[src/logic/pslc_pkg.sv]
/*
  Constants, code tables and register map of the parallel/serial link codec.
  Assumes one 100 MHz clock that serves as the serial bit clock.
*/
package pslc_pkg;
  localparam logic [1:0] MODE8 = 2'h0;
  localparam logic [1:0] MODE9 = 2'h1;
  localparam logic [1:0] MODE10 = 2'h2;
  localparam logic [3:0] LEN8 = 4'ha;
  localparam logic [3:0] LEN9 = 4'hb;
  localparam logic [3:0] LEN10 = 4'hc;
  localparam logic [3:0] HALF8 = 4'h5;
  localparam logic [3:0] HALF_WIDE = 4'h6;
  localparam logic [11:0] SYNC8 = 12'h311;
  localparam logic [11:0] SYNC9 = 12'h311;
  localparam logic [11:0] SYNC10 = 12'h623;
  localparam logic [5:0] SYNC_HI = 6'h18;
  localparam logic [3:0] CMD_MASK8 = 4'hf;
  localparam logic [3:0] CMD_MASK9 = 4'h7;
  localparam logic [3:0] CMD_MASK10 = 4'h3;
  localparam logic [4:0] ENC4 [16] = '{5'h1e, 5'h09, 5'h14, 5'h15, 5'h0a, 5'h0b, 5'h0e, 5'h0f,
    5'h12, 5'h13, 5'h16, 5'h17, 5'h1a, 5'h1b, 5'h1c, 5'h1d};
  localparam logic [5:0] ENC5 [32] = '{6'h36, 6'h11, 6'h24, 6'h25, 6'h12, 6'h13, 6'h16, 6'h17,
    6'h22, 6'h31, 6'h37, 6'h27, 6'h32, 6'h33, 6'h34, 6'h35,
    6'h3e, 6'h19, 6'h29, 6'h2d, 6'h1a, 6'h1b, 6'h1e, 6'h1f,
    6'h2a, 6'h2b, 6'h2e, 6'h2f, 6'h3a, 6'h3b, 6'h3c, 6'h3d};
  // Entry zero stands for data and is never looked up
  localparam logic [9:0] CMD8 [16] = '{10'h000, 10'h3ff, 10'h1ad, 10'h1b9, 10'h3e4, 10'h1a7,
    10'h327, 10'h339, 10'h084, 10'h09f, 10'h080, 10'h0e7, 10'h0f9, 10'h004, 10'h01f, 10'h000};
  localparam logic [10:0] CMD9 [8] = '{11'h000, 11'h7ff, 11'h3ad, 11'h3b9, 11'h7e4, 11'h3a7,
    11'h727, 11'h739};
  localparam logic [11:0] CMD10 [4] = '{12'h000, 12'hfff, 12'h75d, 12'h779};
  localparam logic [3:0] ADDR_CTRL = 4'h0;
  localparam logic [3:0] ADDR_STATUS = 4'h4;
  localparam int CTRL_MODE_LO = 0;
  localparam int CTRL_MODE_HI = 1;
  localparam int CTRL_LOCAL_BIT = 2;
  localparam logic [1:0] CTRL_MODE_RST = 2'h0;
  localparam logic CTRL_LOCAL_RST = 1'b1;
  localparam int ST_STAGE1 = 0;
  localparam int ST_STAGE2 = 1;
  localparam int ST_ENC = 2;
  localparam int ST_INSYNC = 3;
  localparam int ST_VIOL = 4;
  localparam int ST_WARN = 5;
endpackage : pslc_pkg

[src/logic/pslc_decoder.sv]
/*
  Combinational symbol decoder, the inverse of the encoder tables.
  Assumes bits above the symbol length are zero.
*/
module pslc_decoder import pslc_pkg::*; (
  input wire logic [1:0] mode,
  input wire logic [11:0] sym,
  output logic is_cmd,
  output logic [9:0] data,
  output logic [3:0] cmd,
  output logic violation
);
  function automatic logic [4:0] inv4(input logic [4:0] code);
    logic [4:0] r;
    r = 5'h00;
    for (int i = 0; i < 16; i++) begin
      if (ENC4[i] == code) r = {1'b1, 4'(i)};
    end
    return r;
  endfunction : inv4

  function automatic logic [5:0] inv5(input logic [5:0] code);
    logic [5:0] r;
    r = 6'h00;
    for (int i = 0; i < 32; i++) begin
      if (ENC5[i] == code) r = {1'b1, 5'(i)};
    end
    return r;
  endfunction : inv5

  logic [4:0] n_hi, n_lo;
  logic [5:0] f_hi, f_lo;
  logic hit;

  always_comb begin
    n_hi = inv4(sym[9:5]);
    n_lo = inv4(sym[4:0]);
    f_hi = inv5((mode == MODE9) ? sym[10:5] : sym[11:6]);
    f_lo = inv5(sym[5:0]);
    is_cmd = 1'b0;
    cmd = 4'h0;
    case (mode)
      MODE9: begin
        data = {1'b0, f_hi[4:0], n_lo[3:0]};
        hit = f_hi[5] && n_lo[4];
        for (int i = 1; i < 8; i++) begin
          if ({1'b0, CMD9[i]} == sym) begin
            is_cmd = 1'b1;
            cmd = {1'b0, 3'(i)};
          end
        end
        if (sym == SYNC9) is_cmd = 1'b1;
      end
      MODE10: begin
        data = {f_lo[4], f_hi[4:0], f_lo[3:0]};
        hit = f_hi[5] && f_lo[5];
        for (int i = 1; i < 4; i++) begin
          if (CMD10[i] == sym) begin
            is_cmd = 1'b1;
            cmd = {2'b00, 2'(i)};
          end
        end
        if (sym == SYNC10) is_cmd = 1'b1;
      end
      default: begin
        data = {2'b00, n_hi[3:0], n_lo[3:0]};
        hit = n_hi[4] && n_lo[4];
        for (int i = 1; i < 16; i++) begin
          if ({2'b00, CMD8[i]} == sym) begin
            is_cmd = 1'b1;
            cmd = 4'(i);
          end
        end
        if (sym == SYNC8) is_cmd = 1'b1;
      end
    endcase
    violation = !is_cmd && !hit;
  end
endmodule : pslc_decoder

[src/logic/pslc_encoder.sv]
/*
  Combinational symbol encoder: data or command word to a right-aligned symbol.
  Assumes the command field is already masked to the width of the mode.
*/
module pslc_encoder import pslc_pkg::*; (
  input wire logic [1:0] mode,
  input wire logic [9:0] data,
  input wire logic [3:0] cmd,
  output logic [11:0] sym
);
  // No command code reaches a sync symbol
  always_comb begin
    sym = 12'h000;
    case (mode)
      MODE9: begin
        if (cmd[2:0] != 3'h0) sym = {1'b0, CMD9[cmd[2:0]]};
        else sym = {1'b0, ENC5[data[8:4]], ENC4[data[3:0]]};
      end
      MODE10: begin
        if (cmd[1:0] != 2'h0) sym = CMD10[cmd[1:0]];
        else sym = {ENC5[data[8:4]], ENC5[{data[9], data[3:0]}]};
      end
      default: begin
        if (cmd != 4'h0) sym = {2'b00, CMD8[cmd]};
        else sym = {2'b00, ENC4[data[7:4]], ENC4[data[3:0]]};
      end
    endcase
  end
endmodule : pslc_encoder

[src/logic/pslc_top.sv]
/*
  Parallel/serial link codec: transmitter with two-stage input latch,
  encoder and shifter, receiver with byte sync, decoder and output latch,
  plus an Avalon-MM slave for mode and status.
  Assumes clk is the serial bit clock; the link pins are asynchronous to it, the Avalon-MM port is synchronous to it.
*/
// Register access over Avalon-MM and the register offsets are this design's own decisions.
module pslc_top import pslc_pkg::*; (
  input wire logic clk,
  input wire logic rst_n,
  input wire logic [3:0] avs_address,
  input wire logic avs_read,
  input wire logic avs_write,
  input wire logic [31:0] avs_writedata,
  input wire logic [3:0] avs_byteenable,
  output logic [31:0] avs_readdata,
  output logic avs_waitrequest,
  input wire logic byte_reference_in,
  output logic tx_clk_out,
  input wire logic [9:0] tx_data_in,
  input wire logic [3:0] tx_cmd_in,
  input wire logic input_word_strobe,
  output logic tx_ack,
  output logic tx_busy,
  output logic serial_line_out,
  input wire logic serial_line_in,
  input wire logic cascade_next_byte_in,
  output logic rx_clk_out,
  output logic [9:0] rx_data_out,
  output logic [3:0] rx_cmd_out,
  output logic data_out_pulse,
  output logic command_out_pulse,
  output logic symbol_violation_flag,
  output logic early_word_warning
);
  logic [1:0] ctrl_mode;
  logic local_mode;
  logic [1:0] mode_sel;
  logic [3:0] sym_len, sym_last, half_len, cmd_mask;
  logic [11:0] sync_sym, len_mask;
  logic [5:0] half_mask;

  always_comb begin
    mode_sel = (ctrl_mode == MODE8 || ctrl_mode == MODE9 || ctrl_mode == MODE10) ?
      ctrl_mode : MODE8;
    case (mode_sel)
      MODE9: begin
        sym_len = LEN9;
        half_len = HALF_WIDE;
        sync_sym = SYNC9;
        cmd_mask = CMD_MASK9;
      end
      MODE10: begin
        sym_len = LEN10;
        half_len = HALF_WIDE;
        sync_sym = SYNC10;
        cmd_mask = CMD_MASK10;
      end
      default: begin
        sym_len = LEN8;
        half_len = HALF8;
        sync_sym = SYNC8;
        cmd_mask = CMD_MASK8;
      end
    endcase
    sym_last = sym_len - 4'h1;
    len_mask = ~(12'hfff << sym_len);
    half_mask = ~(6'h3f << half_len);
  end

  // Pin synchronisers; data travels with its strobe so both settle together
  logic [17:0] pin_s1, pin_s2;
  logic ref_s, cnb_s, ser_s, stb_s;
  logic [3:0] cmd_s;
  logic [9:0] dat_s;

  always_ff @(posedge clk or negedge rst_n) begin
    if (!rst_n) begin
      pin_s1 <= 18'h00000;
      pin_s2 <= 18'h00000;
    end else begin
      pin_s1 <= {byte_reference_in, cascade_next_byte_in, serial_line_in,
        input_word_strobe, tx_cmd_in, tx_data_in};
      pin_s2 <= pin_s1;
    end
  end
  assign {ref_s, cnb_s, ser_s, stb_s, cmd_s, dat_s} = pin_s2;

  logic stb_q, cnb_q;
  logic strobe_evt, cnb_fall;

  always_ff @(posedge clk or negedge rst_n) begin
    if (!rst_n) begin
      stb_q <= 1'b0;
      cnb_q <= 1'b1;
    end else begin
      stb_q <= stb_s;
      cnb_q <= cnb_s;
    end
  end
  assign strobe_evt = stb_s && !stb_q;
  assign cnb_fall = !cnb_s && cnb_q;

  // Local mode reference buffer; no PLL here, clk already is the bit rate
  always_ff @(posedge clk or negedge rst_n) begin
    if (!rst_n) tx_clk_out <= 1'b0;
    else tx_clk_out <= local_mode && ref_s;
  end

  // Transmit bit counter; tick marks the internal byte boundary
  logic [3:0] tx_cnt, tx_bit_idx;
  logic tick;
  assign tick = (tx_cnt >= sym_last);
  assign tx_bit_idx = sym_last - tx_cnt;

  always_ff @(posedge clk or negedge rst_n) begin
    if (!rst_n) tx_cnt <= 4'h0;
    else if (tick) tx_cnt <= 4'h0;
    else tx_cnt <= tx_cnt + 4'h1;
  end

  // Two-stage input latch feeding the encoder latch
  logic s1_full, s2_full, enc_valid, direct;
  logic [13:0] s1_word, s2_word, enc_word, word_in;
  assign word_in = {cmd_s & cmd_mask, dat_s};
  assign direct = strobe_evt && (tick ? !s1_full : !s2_full);

  always_ff @(posedge clk or negedge rst_n) begin
    if (!rst_n) begin
      s1_full <= 1'b0;
      s2_full <= 1'b0;
      enc_valid <= 1'b0;
      s1_word <= 14'h0000;
      s2_word <= 14'h0000;
      enc_word <= 14'h0000;
    end else if (tick) begin
      enc_valid <= s2_full;
      enc_word <= s2_word;
      if (s1_full) begin
        s2_word <= s1_word;
        s2_full <= 1'b1;
        s1_full <= strobe_evt;
        if (strobe_evt) s1_word <= word_in;
      end else begin
        s2_full <= strobe_evt;
        if (strobe_evt) s2_word <= word_in;
      end
    end else if (strobe_evt) begin
      if (!s2_full) begin
        s2_full <= 1'b1;
        s2_word <= word_in;
      end else begin
        // Unprotected: a later strobe replaces the held word
        s1_full <= 1'b1;
        s1_word <= word_in;
      end
    end
  end
  assign tx_busy = s1_full;

  // Acknowledge rises on acceptance into stage two, falls with the strobe
  always_ff @(posedge clk or negedge rst_n) begin
    if (!rst_n) tx_ack <= 1'b0;
    else if (direct || (tick && s1_full)) tx_ack <= 1'b1;
    else if (!stb_s) tx_ack <= 1'b0;
  end

  logic [11:0] enc_sym, tx_sh;
  pslc_encoder u_enc (
    .mode(mode_sel),
    .data(enc_word[9:0]),
    .cmd(enc_word[13:10]),
    .sym(enc_sym)
  );

  // Shifter fills with sync from the bit counter so idle bytes are sync
  always_ff @(posedge clk or negedge rst_n) begin
    if (!rst_n) tx_sh <= 12'h000;
    else if (tick && enc_valid) tx_sh <= enc_sym;
    else tx_sh <= {tx_sh[10:0], sync_sym[tx_bit_idx]};
  end

  always_ff @(posedge clk or negedge rst_n) begin
    if (!rst_n) serial_line_out <= 1'b0;
    else serial_line_out <= tx_sh[sym_last];
  end

  // Receiver shifter and byte sync
  logic [11:0] rx_sh, dec_latch;
  logic [3:0] rx_cnt;
  logic sync_hit, rx_bnd, in_sync, dec_valid, out_evt;
  assign sync_hit = ((rx_sh & len_mask) == sync_sym);
  assign rx_bnd = sync_hit || (in_sync && rx_cnt >= sym_last);
  assign out_evt = dec_valid && (rx_bnd || cnb_fall);

  always_ff @(posedge clk or negedge rst_n) begin
    if (!rst_n) rx_sh <= 12'h000;
    else rx_sh <= {rx_sh[10:0], ser_s};
  end

  always_ff @(posedge clk or negedge rst_n) begin
    if (!rst_n) begin
      rx_cnt <= 4'h0;
      in_sync <= 1'b0;
    end else begin
      if (sync_hit) in_sync <= 1'b1;
      if (rx_bnd) rx_cnt <= 4'h0;
      else rx_cnt <= rx_cnt + 4'h1;
    end
  end

  always_ff @(posedge clk or negedge rst_n) begin
    if (!rst_n) begin
      dec_latch <= 12'h000;
      dec_valid <= 1'b0;
    end else if (rx_bnd) begin
      dec_latch <= rx_sh & len_mask;
      dec_valid <= 1'b1;
    end
  end

  // High for the first half of each received byte
  always_ff @(posedge clk or negedge rst_n) begin
    if (!rst_n) rx_clk_out <= 1'b0;
    else rx_clk_out <= in_sync && (rx_cnt < half_len);
  end

  logic d_is_cmd, d_viol;
  logic [9:0] d_data;
  logic [3:0] d_cmd;
  pslc_decoder u_dec (
    .mode(mode_sel),
    .sym(dec_latch),
    .is_cmd(d_is_cmd),
    .data(d_data),
    .cmd(d_cmd),
    .violation(d_viol)
  );

  // Output latch: one byte behind the decoder latch
  always_ff @(posedge clk or negedge rst_n) begin
    if (!rst_n) begin
      rx_data_out <= 10'h000;
      rx_cmd_out <= 4'h0;
      symbol_violation_flag <= 1'b0;
    end else if (out_evt) begin
      symbol_violation_flag <= d_viol;
      if (d_is_cmd) rx_cmd_out <= d_cmd;
      else rx_data_out <= d_data;
    end
  end

  always_ff @(posedge clk or negedge rst_n) begin
    if (!rst_n) begin
      data_out_pulse <= 1'b0;
      command_out_pulse <= 1'b0;
    end else begin
      data_out_pulse <= out_evt && !d_is_cmd;
      command_out_pulse <= out_evt && d_is_cmd;
    end
  end

  // Decided at mid-symbol, so it leads the output of that symbol
  always_ff @(posedge clk or negedge rst_n) begin
    if (!rst_n) early_word_warning <= 1'b0;
    else if (!cnb_s) early_word_warning <= 1'b0;
    else if (in_sync && rx_cnt == half_len - 4'h1) begin
      early_word_warning <= ((rx_sh[5:0] & half_mask) != SYNC_HI);
    end
  end

  // Avalon-MM slave: one wait state, write at the release edge, read data captured one edge before it
  logic bus_ack, viol_sticky, viol_clr;
  logic [31:0] rd_word;
  assign avs_waitrequest = (avs_read || avs_write) && !bus_ack;
  assign viol_clr = avs_write && bus_ack && avs_address == ADDR_STATUS &&
    avs_byteenable[0] && avs_writedata[ST_VIOL];

  always_ff @(posedge clk or negedge rst_n) begin
    if (!rst_n) bus_ack <= 1'b0;
    else bus_ack <= (avs_read || avs_write) && !bus_ack;
  end

  always_ff @(posedge clk or negedge rst_n) begin
    if (!rst_n) begin
      ctrl_mode <= CTRL_MODE_RST;
      local_mode <= CTRL_LOCAL_RST;
    end else if (avs_write && bus_ack && avs_address == ADDR_CTRL && avs_byteenable[0]) begin
      ctrl_mode <= avs_writedata[CTRL_MODE_HI:CTRL_MODE_LO];
      local_mode <= avs_writedata[CTRL_LOCAL_BIT];
    end
  end

  // A violation in the clearing cycle survives the clear
  always_ff @(posedge clk or negedge rst_n) begin
    if (!rst_n) viol_sticky <= 1'b0;
    else if (out_evt && d_viol) viol_sticky <= 1'b1;
    else if (viol_clr) viol_sticky <= 1'b0;
  end

  always_comb begin
    rd_word = 32'h0000_0000;
    if (avs_address == ADDR_CTRL) begin
      rd_word[CTRL_MODE_HI:CTRL_MODE_LO] = ctrl_mode;
      rd_word[CTRL_LOCAL_BIT] = local_mode;
    end else if (avs_address == ADDR_STATUS) begin
      rd_word[ST_STAGE1] = s1_full;
      rd_word[ST_STAGE2] = s2_full;
      rd_word[ST_ENC] = enc_valid;
      rd_word[ST_INSYNC] = in_sync;
      rd_word[ST_VIOL] = viol_sticky;
      rd_word[ST_WARN] = early_word_warning;
    end
  end

  always_ff @(posedge clk or negedge rst_n) begin
    if (!rst_n) avs_readdata <= 32'h0000_0000;
    else if (avs_read && !bus_ack) avs_readdata <= rd_word;
  end
endmodule : pslc_top

[config.mk]
export PLATFORM = sky130hd
export DESIGN_NAME = pslc_top
export DESIGN_NICKNAME = d
export VERILOG_FILES = /design/src/logic/pslc_pkg.sv /design/src/logic/pslc_decoder.sv /design/src/logic/pslc_encoder.sv /design/src/logic/pslc_top.sv
export SDC_FILE = /design/constraint.sdc
export NUM_CORES = 1
export LEC_CHECK = 0
export ABC_AREA = 1
export BUFFER_PORTS_ARGS = -buffer_cell sky130_fd_sc_hd__buf_2
export CAP_MARGIN = 20
export CORE_AREA = 10 10 140 142
export DETAILED_ROUTE_END_ITERATION = 7
export DIE_AREA = 0 0 150 152
export PLACE_DENSITY = 0.72
export SYNTH_ARGS = -nofsm -noshare
export SYNTH_HDL_FRONTEND = slang
export SYNTH_SLANG_ARGS = --single-unit
export TNS_END_PERCENT = 1
[constraint.sdc]
create_clock -name clk -period 9.2 [get_ports clk]
set_input_delay 1.38 -clock clk [delete_from_list [all_inputs] [get_ports clk]]
set_output_delay 1.38 -clock clk [all_outputs]
set_load 0.02 [all_outputs]
==> results of run 1 <==
cells in the final DEF (no fill, tap or decap), types with 3 or more instances in the layout:
cell       netlist  routed
o21ai_1          4       4
o22ai_1         10      10
a22oi_1          3       3
nand4_1         25      25
o211ai_1        12      12
clkinv_8         0       7
inv_2           22      22
buf_2           13      59
nand3_1         61      61
inv_8            0       3
nand2_2          7       7
o21ai_0         84      84
nor2_1         131     131
conb_1           2      27
nor2_4           4       4
a41oi_1          4       4
clkbuf_16        0      17
nand2_1        289     289
nor4_1           8       8
nor2_2           7       7
nand3b_1         4       4
ha_1            25      25
xnor2_1          5       5
dfrtp_1        160     160
o31ai_1          7       7
a21oi_1         48      48
buf_4           29       5
a211oi_1         4       4
inv_1          115     115
o21a_1           5       5
nor3_2           3       3
nor3_1          17      17
a31oi_1         12      12
state kept, by name, summed over array words and instances, names as in the netlist, 10 cells and up:
name         flops
tx_sh           12
pin_s2          18
s2_word         14
dec_latch       12
rx_data_out     10
pin_s1          18
rx_sh           12
s1_word         14
enc_word        14
worst paths after layout:
check / endpoint / cells past startpoint
worst max-delay path: s2_word[5] / 15
worst min-delay path: pin_s2[10] / 0
worst max register to register: s2_word[5] / 15
worst min register to register: pin_s2[10] / 0
max in group asynchronous: s1_word[10] / 2
min in group asynchronous: serial_line_out / 1
critical path: cells and delay by family (launching register included):
family,cells,cell delay (ns)
simple gates,6,1.96
buf+inv,5,1.11
fa+ha+maj,2,0.78
flops,1,0.37
compound gates,2,0.24
synthesized netlist by cell type, types with 17 or more instances:
library cell    n
a21oi_1        48
buf_4          29
dfrtp_1       160
ha_1           25
inv_1         115
inv_2          22
nand2_1       289
nand3_1        61
nand4_1        25
nor2_1        131
nor3_1         17
o21ai_0        84
cells by family after synthesis:
family                     count (synthesis)  synth area share
buffers and inverters                    195            0.0958
AOI/OAI and AO/OA                        213             0.141
adders and majority gates                 26            0.0368
other                                      2          0.000830
and+or+nand+nor                          565             0.271
DFF                                      162             0.448
xor gates and xnor gates                   7           0.00678
routing by layer:
metal	share of wire	global-route usage	up-vias	wire length (um)
li1	-	-	3916	-
met1	0.47	0.284	3679	10600
met2	0.43	0.281	350	9700
met3	0.079	0.0410	42	1760
met4	0.015	0.0532	0	344
met5	0	0	-	0
power groups by stage:
stage,clock [mW],sequential [mW],combinational [mW]
final,0.711,1.00,1.00
after global routing,0.751,1.02,1.12
after CTS,0.722,0.998,0.990
after detailed placement,0,1.01,0.983
after global placement,0,1.01,0.980
after floorplan,0,0.988,0.748
layout make-up:
cell class / count / area (um^2) / area share
Multi-Input combinational cell: 838 / 4220 / 0.420
Timing Repair Buffer: 65 / 344 / 0.0343
Clock buffer: 17 / 425 / 0.0424
Clock inverter: 15 / 188 / 0.0187
Tap cell: 225 / 282 / 0.0280
Inverter: 139 / 524 / 0.0522
Sequential cell: 162 / 4060 / 0.404
==> impl_results.md, run 1 <==
* Initial DRT Pass Iterations at 5
* Fin area at 10000 um^2
* Vias per cell at 5.47
* Part of the power in combinational logic at 0.369
* H-tree depth at 4
* CTS resizes at 0
* Post-CTS Hold Buffers at 0
* Worst VDD drop at 0.000181 V
* First-pass GRT wire length at 36.7 mm
* Max Transition Viols Final at 0
* Die Ht at 152 um
* DP Wirelength at 16.4 mm
* Die Footprint at 22800 um^2
* EDFF count, synth at 0
* Post-synth top area share at 0.442
* Pwr dens at 270 nW/um^2
* Reg-to-reg critical path startpoint: ctrl_mode[0]
* Final Power at 2.71 mW
* Worst slew pin tran at 0.903 ns
* Synth cell types at 60
* Crit Path Max Fanout at 36
* Max incr delay on CP at 0.68 ns
* Post-Place Cells at 1429
* Synthesis-stage register bit count at 162
* Placement Setup Slack at 4.57 ns
* Synthesis Warnings at 0
* P_int at 1.54 mW
* Sequential share of power at 0.369
* Clock power share at 0.262
* All-layer global routing usage at 0.193
* Worst R2R Setup Slack at 4.57 ns
* Post-route setup TNS at 0 ns
* Setup Buffers After CTS at 0
* Final worst-path cycle share at 0.503
* CTS max path bufs at 2
* Time the worst path needs with I/O delays and setup at 4.63 ns
* Largest net degree at the start of global routing at 88
* Worst skew pair latency at 0.43 ns
* Core Box Area at 16900 um^2
* Vias at 7987
* Io pins at 118
* Area grow syn2layout at 10.9%
* Worst Skew at 0.00887 ns
* Crit Path Class: register to register
* Area contributors post-synth: dfrtp_1 44%, nand2_1 12%, nor2_1 5.4%
* Post-Syn Area per Cell at 7.73 um^2
* Post-route ant nets at 0
* Worst hold-check path type: register to register
* Starting DRT DRC Count at 764
* Num CTS Buffers at 17
* RSZ-0062 raised after global routing: no
* Switch share at 0.433
* Sw Pwr at 1.17 mW
* Worst Min Path Start: pin_s1[10]
* Worst setup path startpoint: ctrl_mode[0]
* Maxcap violations at 0
* FMAX at 0.216 GHz
* CTS tree: built
* Final WL at 22.4 mm
* Crit path max-delay cell type: nor2_1
* Chain of cells forming the critical path: inv_1 -> ha_1 -> buf_4 -> inv_1 -> fa_1 -> nand3_1 -> nand2_1 -> nand2_2 -> inv_1 -> nor2_1 -> nor2_1 -> nor2_1 -> inv_2 -> o22ai_1 -> a21oi_1
* Rel. slew slack at 0.398
* Final core occ at 0.593
* Final net count at 1311
* CP endpoint kind: register
* Outcome: finished, final reports clean
* Synth Flop Type: dfrtp_1
* Hold Slack at 0.350 ns
* Worst Slack Setup Final at 4.57 ns
* Placed inst area at 9430 um^2
* Gpl congestion at 0.973
* Area leader, netlist: dfrtp_1
* Post-Synthesis Cells at 1170
* Register area share after synthesis at 0.448
* Fill cells at 1563
* Cell Rows at 48
* Initial core utilization at 0.534
* Final cell count without fillers at 1461
* Vias in the first global route at 7336
* N_diodes at 0
* Die X at 150 um
* Initial antenna violation count at 0
* I/O Buffers at 60
* CP required at 9.51 ns
* Leak at 4.96 nW
* WL/cell at 15.3 um
* Critical Path Start Type: register
* Critical path arrival at 4.94 ns
* Ys async rst share at 1.00
* Finish-stage setup viols at 0
* Total clock sinks at 162
* Final Hold Fails at 0
* Layout cell share with drive strength beyond 1 at 0.123
* Post-synthesis instance area at 9050 um^2
* Global route overflow at 0
* Clock transition at path regs at 0.07 ns
* DRC violation count after routing at 0
* Clock root buffer: clkbuf_16
(Power assumes the default switching activity.)
==> inputs of run 2 (changes only) <==
==> constraint.sdc (replaced) <==
create_clock -name clk -period 4.7 [get_ports clk]
set_input_delay 0.705 -clock clk [delete_from_list [all_inputs] [get_ports clk]]
set_output_delay 0.705 -clock clk [all_outputs]
set_load 0.02 [all_outputs]
==> impl_results.md, run 2 (synthesized netlist as in run 1, its figures left out) <==
* Outcome: finished, final reports clean
* Finish-stage setup viols at 0 (unchanged)
* Total clock sinks at 162 (unchanged)
* Initial core utilization at 0.534 (unchanged)
* Area grow syn2layout at 11.6%
* Clock transition at path regs at 0.08 ns (about the same)
* Placed inst area at 9460 um^2 (+0.37%)
* RSZ-0062 raised after global routing: no
* Worst VDD drop at 0.000315 V (+74%)
* Max incr delay on CP at 0.52 ns (-0.16 ns)
* Post-route setup TNS at 0 ns (unchanged)
* Num CTS Buffers at 17 (unchanged)
* Hold Slack at 0.279 ns (-0.0703 ns)
* Vias at 8083 (+1.2%)
* Crit Path Class: register to register
* DP Wirelength at 17.1 mm (+4.4%)
* Most frequent cells in the layout: 289 x nand2_1, 160 x dfrtp_1, 131 x nor2_1, 115 x inv_1, 84 x o21ai_0
* Worst hold-check path type: input pin to async pin
* Final Hold Fails at 0 (unchanged)
* DRC violation count after routing at 0 (unchanged)
* Critical Path Start Type: register
* Worst Slack Setup Final at 1.15 ns (-3.42 ns)
* Initial DRT Pass Iterations at 7 (+2)
* Final WL at 23.1 mm (+3.2%)
* Post-route ant nets at 0 (unchanged)
* Crit Path Max Fanout at 17 (-53%)
* Maxcap violations at 0 (unchanged)
* All-layer global routing usage at 0.203 (+0.00993)
* Rel. slew slack at 0.422 (+0.0244)
* CTS tree: built
* Worst Skew at 0.0133 ns (+0.00448 ns)
* Gpl congestion at 0.999 (+2.7%)
* Io pins at 118 (unchanged)
* WL/cell at 15.8 um (+3.0%)
* First-pass GRT wire length at 38.6 mm (+5.1%)
* Time the worst path needs with I/O delays and setup at 3.55 ns (-1.08 ns)
* Worst slew pin tran at 0.864 ns (-0.0387 ns)
* CTS max path bufs at 2 (unchanged)
* Largest net degree at the start of global routing at 91 (+3.4%)
* H-tree depth at 4 (unchanged)
* N_diodes at 0 (unchanged)
* Die X at 150 um (unchanged)
* Final cell count without fillers at 1464 (+0.21%)
* Initial antenna violation count at 0 (unchanged)
* Starting DRT DRC Count at 875 (+15%)
* Vias per cell at 5.52 (+0.99%)
* Final net count at 1314 (+0.23%)
* Pwr dens at 533 nW/um^2 (+97%)
* Final core occ at 0.596 (+0.00377)
* Die Ht at 152 um (unchanged)
* CP top delay family: adder cells
* Vias in the first global route at 7717 (+5.2%)
* Largest registers: pin_s1 (18), pin_s2 (18)
* Fin area at 10100 um^2 (+0.64%)
* Chain of cells forming the critical path: inv_1 -> ha_1 -> ha_1 -> inv_1 -> fa_1 -> nand3_1 -> nand2_1 -> nand2_2 -> inv_1 -> nor2_1 -> buf_4 -> nor2_1 -> nor2_1 -> inv_2 -> o22ai_1 -> a21oi_1
* I/O Buffers at 60 (unchanged)
* Post-CTS Hold Buffers at 0 (unchanged)
* Critical path arrival at 3.86 ns (-1.08 ns)
* CP required at 5.01 ns (-4.50 ns)
* Worst skew pair latency at 0.44 ns (about the same)
* Critical path buffers and inverters at 5 (unchanged)
* Setup Buffers After CTS at 0 (unchanged)
* Max Transition Viols Final at 0 (unchanged)
* Placement Setup Slack at 1.17 ns (-3.40 ns)
* Final worst-path cycle share at 0.755 (+0.252)
* FMAX at 0.282 GHz (+30%)
* Crit path max-delay cell type: ha_1
* Leak at 4.99 nW (+0.54%)
* Core Box Area at 16900 um^2 (unchanged)
* Global route overflow at 0 (unchanged)
* CP endpoint kind: register
* Commonest non-fill, non-tap cell in the layout: nand2_1
* Final Power at 5.39 mW (+99%)
* Clock root buffer: clkbuf_16
* CTS resizes at 0 (unchanged)
* Post-Place Cells at 1432 (+0.21%)
* Die Footprint at 22800 um^2 (unchanged)
* Cell Rows at 48 (unchanged)
* Layout cell share with drive strength beyond 1 at 0.125 (+0.00212)
run 2: cell count changes in the layout (fill, tap and decap cells not counted), sizes merged:
| cell | delta |
|---|---|
| buf | +3 |
| bufinv | +1 |
| clkinv | -1 |
| clkinvlp | +1 |
| inv | -1 |
run 2: power breakdown:
| part | internal [mW] | switching, mW |
|---|---|---|
| clock | 0.775 | 0.678 |
| combinational | 0.605 | 1.37 |
| sequential | 1.69 | 0.266 |
run 2: final cells by class:
type,instances,area [um^2]
multi-input cells,838,4220
repair buffers,68,379
clock buffers,17,425
inverters,139,524
clock inverters,15,216
flip-flops and latches,162,4060
well taps,225,282
fillers,1585,6830
run 2: worst paths after layout:
check	endpoint	startpoint	depth (start not counted)	slack, ns
max	s2_word[7]	ctrl_mode[1]	16	1.15
min	serial_line_out	rst_n	1	0.28
max reg2reg	s2_word[7]	ctrl_mode[1]	16	1.15
min reg2reg	pin_s2[2]	pin_s1[2]	0	0.34
max in group asynchronous	enc_word[4]	rst_n	2	3.47
min in group clk	pin_s2[2]	pin_s1[2]	0	0.34
run 2: layer usage:
metal	vias up	track usage	part of all wire
met1	3772	0.297	0.47
met2	340	0.297	0.44
met5	-	0	0
met3	36	0.0416	0.075
met4	0	0.0588	0.018
li1	3935	-	-
run 2: worst register-to-register path, cell delays in order, from the launching register on:
cell,delay [ns]
dfrtp_1,0.38
inv_1,0.12
ha_1,0.52
ha_1,0.24
inv_1,0.06
fa_1,0.43
nand3_1,0.11
nand2_1,0.06
nand2_2,0.07
inv_1,0.07
nor2_1,0.10
buf_4,0.20
nor2_1,0.12
nor2_1,0.44
inv_2,0.27
o22ai_1,0.19
a21oi_1,0.06
==> inputs of run 3 (changes only) <==
--- a/config.mk
+++ b/config.mk
@@ -8,10 +8,10 @@
 export ABC_AREA = 1
 export BUFFER_PORTS_ARGS = -buffer_cell sky130_fd_sc_hd__buf_2
 export CAP_MARGIN = 20
-export CORE_AREA = 10 10 140 142
+export CORE_AREA = 10 10 142 144
 export DETAILED_ROUTE_END_ITERATION = 7
-export DIE_AREA = 0 0 150 152
-export PLACE_DENSITY = 0.72
+export DIE_AREA = 0 0 152 154
+export PLACE_DENSITY = 0.73
 export SYNTH_ARGS = -nofsm -noshare
 export SYNTH_HDL_FRONTEND = slang
 export SYNTH_SLANG_ARGS = --single-unit
==> constraint.sdc (replaced) <==
create_clock -name clk -period 2.92 [get_ports clk]
set_input_delay 0.438 -clock clk [delete_from_list [all_inputs] [get_ports clk]]
set_output_delay 0.438 -clock clk [all_outputs]
set_load 0.02 [all_outputs]
==> impl_results.md, run 3 (synthesized netlist as in run 1, its figures left out) <==
* Outcome: complete, but fails checks
* Failing checks: negative hold slack
* DRC violation count after routing at 0 (unchanged)
* Setup Buffers After CTS at 0 (unchanged)
* Die X at 152 um (+1.3%)
* Critical path buffers and inverters at 6 (+1)
* Max incr delay on CP at 0.42 ns (-0.10 ns)
* CP required at 3.24 ns (-1.77 ns)
* Worst hold-check path type: input pin to async pin
* N_diodes at 0 (unchanged)
* Capture point of the worst reg-to-reg path: s2_word[7]
* Io pins at 118 (unchanged)
* P_int at 4.98 mW (+62%)
* Sw Pwr at 3.76 mW (+63%)
* Commonest non-fill, non-tap cell in the layout: nand2_1
* Rel. slew slack at 0.576 (+0.154)
* Sequential cell area at 4060 um^2 (unchanged)
* CTS max path bufs at 2 (unchanged)
* Max Transition Viols Final at 0 (unchanged)
* R2R depth at 17 (+1)
* WL/cell at 15.8 um (about the same)
* Part of the power in combinational logic at 0.381 (+0.015)
* Final WL at 23.4 mm (+1.5%)
* Largest registers: pin_s1 (18), pin_s2 (18)
* H-tree depth at 4 (unchanged)
* All-layer global routing usage at 0.195 (-0.00790)
* Total clock sinks at 162 (unchanged)
* Die Ht at 154 um (+1.3%)
* Worst slew pin tran at 0.636 ns (-0.229 ns)
* Layout cell share with drive strength beyond 1 at 0.144 (+0.0193)
* Initial antenna violation count at 0 (unchanged)
* Vias at 8135 (+0.64%)
* Final cell count without fillers at 1485 (+1.4%)
* Initial core utilization at 0.527 (-0.00747)
* Global route overflow at 0 (unchanged)
* Area of the multi-input gates at 4260 um^2 (+0.89%)
* Clock root buffer: clkbuf_16
* Fill cells at 1604 (+1.2%)
* CP top delay family: adder cells
* Final net count at 1335 (+1.6%)
* I/O Buffers at 60 (unchanged)
* Die Footprint at 23400 um^2 (+2.7%)
* Critical Path Start Type: register
* Gpl congestion at 0.932 (-6.7%)
* Post-route setup TNS at 0 ns (unchanged)
* CTS tree: built
* FMAX at 0.367 GHz (+30%)
* Crit path max-delay cell type: dfrtp_1
* Final Power at 8.74 mW (+62%)
* CP endpoint kind: register
* Critical path arrival at 3.05 ns (-0.81 ns)
* Final worst-path cycle share at 0.934 (+0.179)
* Clock power share at 0.259 (-0.011)
* Clock transition at path regs at 0.07 ns (about the same)
* Time the worst path needs with I/O delays and setup at 2.73 ns (-0.822 ns)
* Chain of cells forming the critical path: inv_2 -> ha_4 -> buf_12 -> ha_1 -> inv_1 -> fa_1 -> nand3_1 -> nand2_1 -> nand2_2 -> inv_1 -> nor2_1 -> buf_6 -> nor2_1 -> nor2_2 -> inv_4 -> o22ai_1 -> a21oi_1
* Worst R2R Setup Slack at 0.19 ns (-0.96 ns)
* Reg-to-reg critical path startpoint: ctrl_mode[1]
* Post-Place Cells at 1453 (+1.5%)
* Cell Rows at 48 (unchanged)
* Worst Skew at 0.0115 ns (-0.00187 ns)
* DP Wirelength at 17.4 mm (+1.9%)
* First-pass GRT wire length at 38.6 mm (unchanged)
* Most frequent cells in the layout: 289 x nand2_1, 160 x dfrtp_1, 129 x nor2_1, 114 x inv_1, 84 x o21ai_0
* Starting DRT DRC Count at 762 (-13%)
* Post-route ant nets at 0 (unchanged)
* Leak at 5.09 nW (+1.9%)
* Maxcap violations at 0 (unchanged)
* Num CTS Buffers at 17 (unchanged)
* Area grow syn2layout at 13.9%
* Vias per cell at 5.48 (-0.78%)
* Largest net degree at the start of global routing at 64 (-30%)
* Worst skew pair latency at 0.43 ns (about the same)
* Core Box Area at 17200 um^2 (+1.4%)
* Crit Path Max Fanout at 17 (unchanged)
* Worst VDD drop at 0.000482 V (+53%)
* Finish-stage setup viols at 0 (unchanged)
* Pwr dens at 848 nW/um^2 (+59%)
* Initial DRT Pass Iterations at 6 (-1)
* Hold Slack at -0.0257 ns (-0.305 ns)
* Switch share at 0.430 (+0.000856)
* Crit Path Class: register to register
* Vias in the first global route at 7820 (+1.3%)
* Final Hold Fails at 7 (+7)
* Sequential share of power at 0.360 (-0.004)
[run 3: cell types whose count changed in the layout (fill, tap and decap cells not counted), moves of 2 or more]
cell,delta
buf_4,+18
ha_1,-3
buf_12,+2
clkinv_4,+2
clkinv_8,-2
ha_4,+2
inv_4,+2
nor2_1,-2
[run 3: metrics by stage]
step / hold slack [ns] / setup slack [ns] / utilization / cell area (um^2)
floorplan: 0.142 / -0.0253 / - / 9150
global placement: 0.332 / 0.175 / 0.562 / 9650
detailed placement: 0.335 / 0.0784 / 0.562 / 9650
CTS: 0.0113 / 0.0774 / 0.597 / 10300
global route: 0.0287 / -0.0446 / 0.600 / 10300
finish: -0.0257 / 0.193 / 0.600 / 10300
[run 3: power groups by stage]
stage | Combinational, mW | Clock (mW) | Sequential [mW]
3_5_place_dp | 3.25 | 0 | 3.18
2_1_floorplan | 2.36 | 0 | 3.11
5_1_grt | 3.71 | 2.40 | 3.21
4_1_cts | 3.28 | 2.30 | 3.14
3_3_place_gp | 3.24 | 0 | 3.16
6_report | 3.33 | 2.26 | 3.15
[run 3: how the worst max path moves through the flow]
stage	start	end	slack, ns	cells after the start
after floorplan	ctrl_mode[0]	s1_word[0]	-0.03	19
after global placement	ctrl_mode[1]	s2_word[5]	0.17	17
after detailed placement	ctrl_mode[1]	s2_word[7]	0.08	17
after CTS	ctrl_mode[1]	s2_word[7]	0.08	17
after global routing	ctrl_mode[1]	s2_word[8]	-0.04	17
final	ctrl_mode[1]	s2_word[7]	0.19	17
[run 3: final cells by class]
type                       count  share of cell area
clock buffer                  17              0.0413
clock inverter                15              0.0182
inverter                     139              0.0514
multi-input combinational    838               0.413
sequential                   162               0.394
tap                          225              0.0273
timing repair buffer          89              0.0549
[run 3: repair_timing]
action	CTS	global route
setup endpoints to repair	0	40
resized for setup	0	11
hold buffers	0	0
[run 3: metal layers]
layer | global-route usage | vias to the layer above | routed length, um
li1 | - | 3981 | -
met1 | 0.268 | 3813 | 11000
met2 | 0.305 | 305 | 10600
met3 | 0.0416 | 36 | 1540
met4 | 0.0532 | 0 | 383
met5 | 0 | - | 0
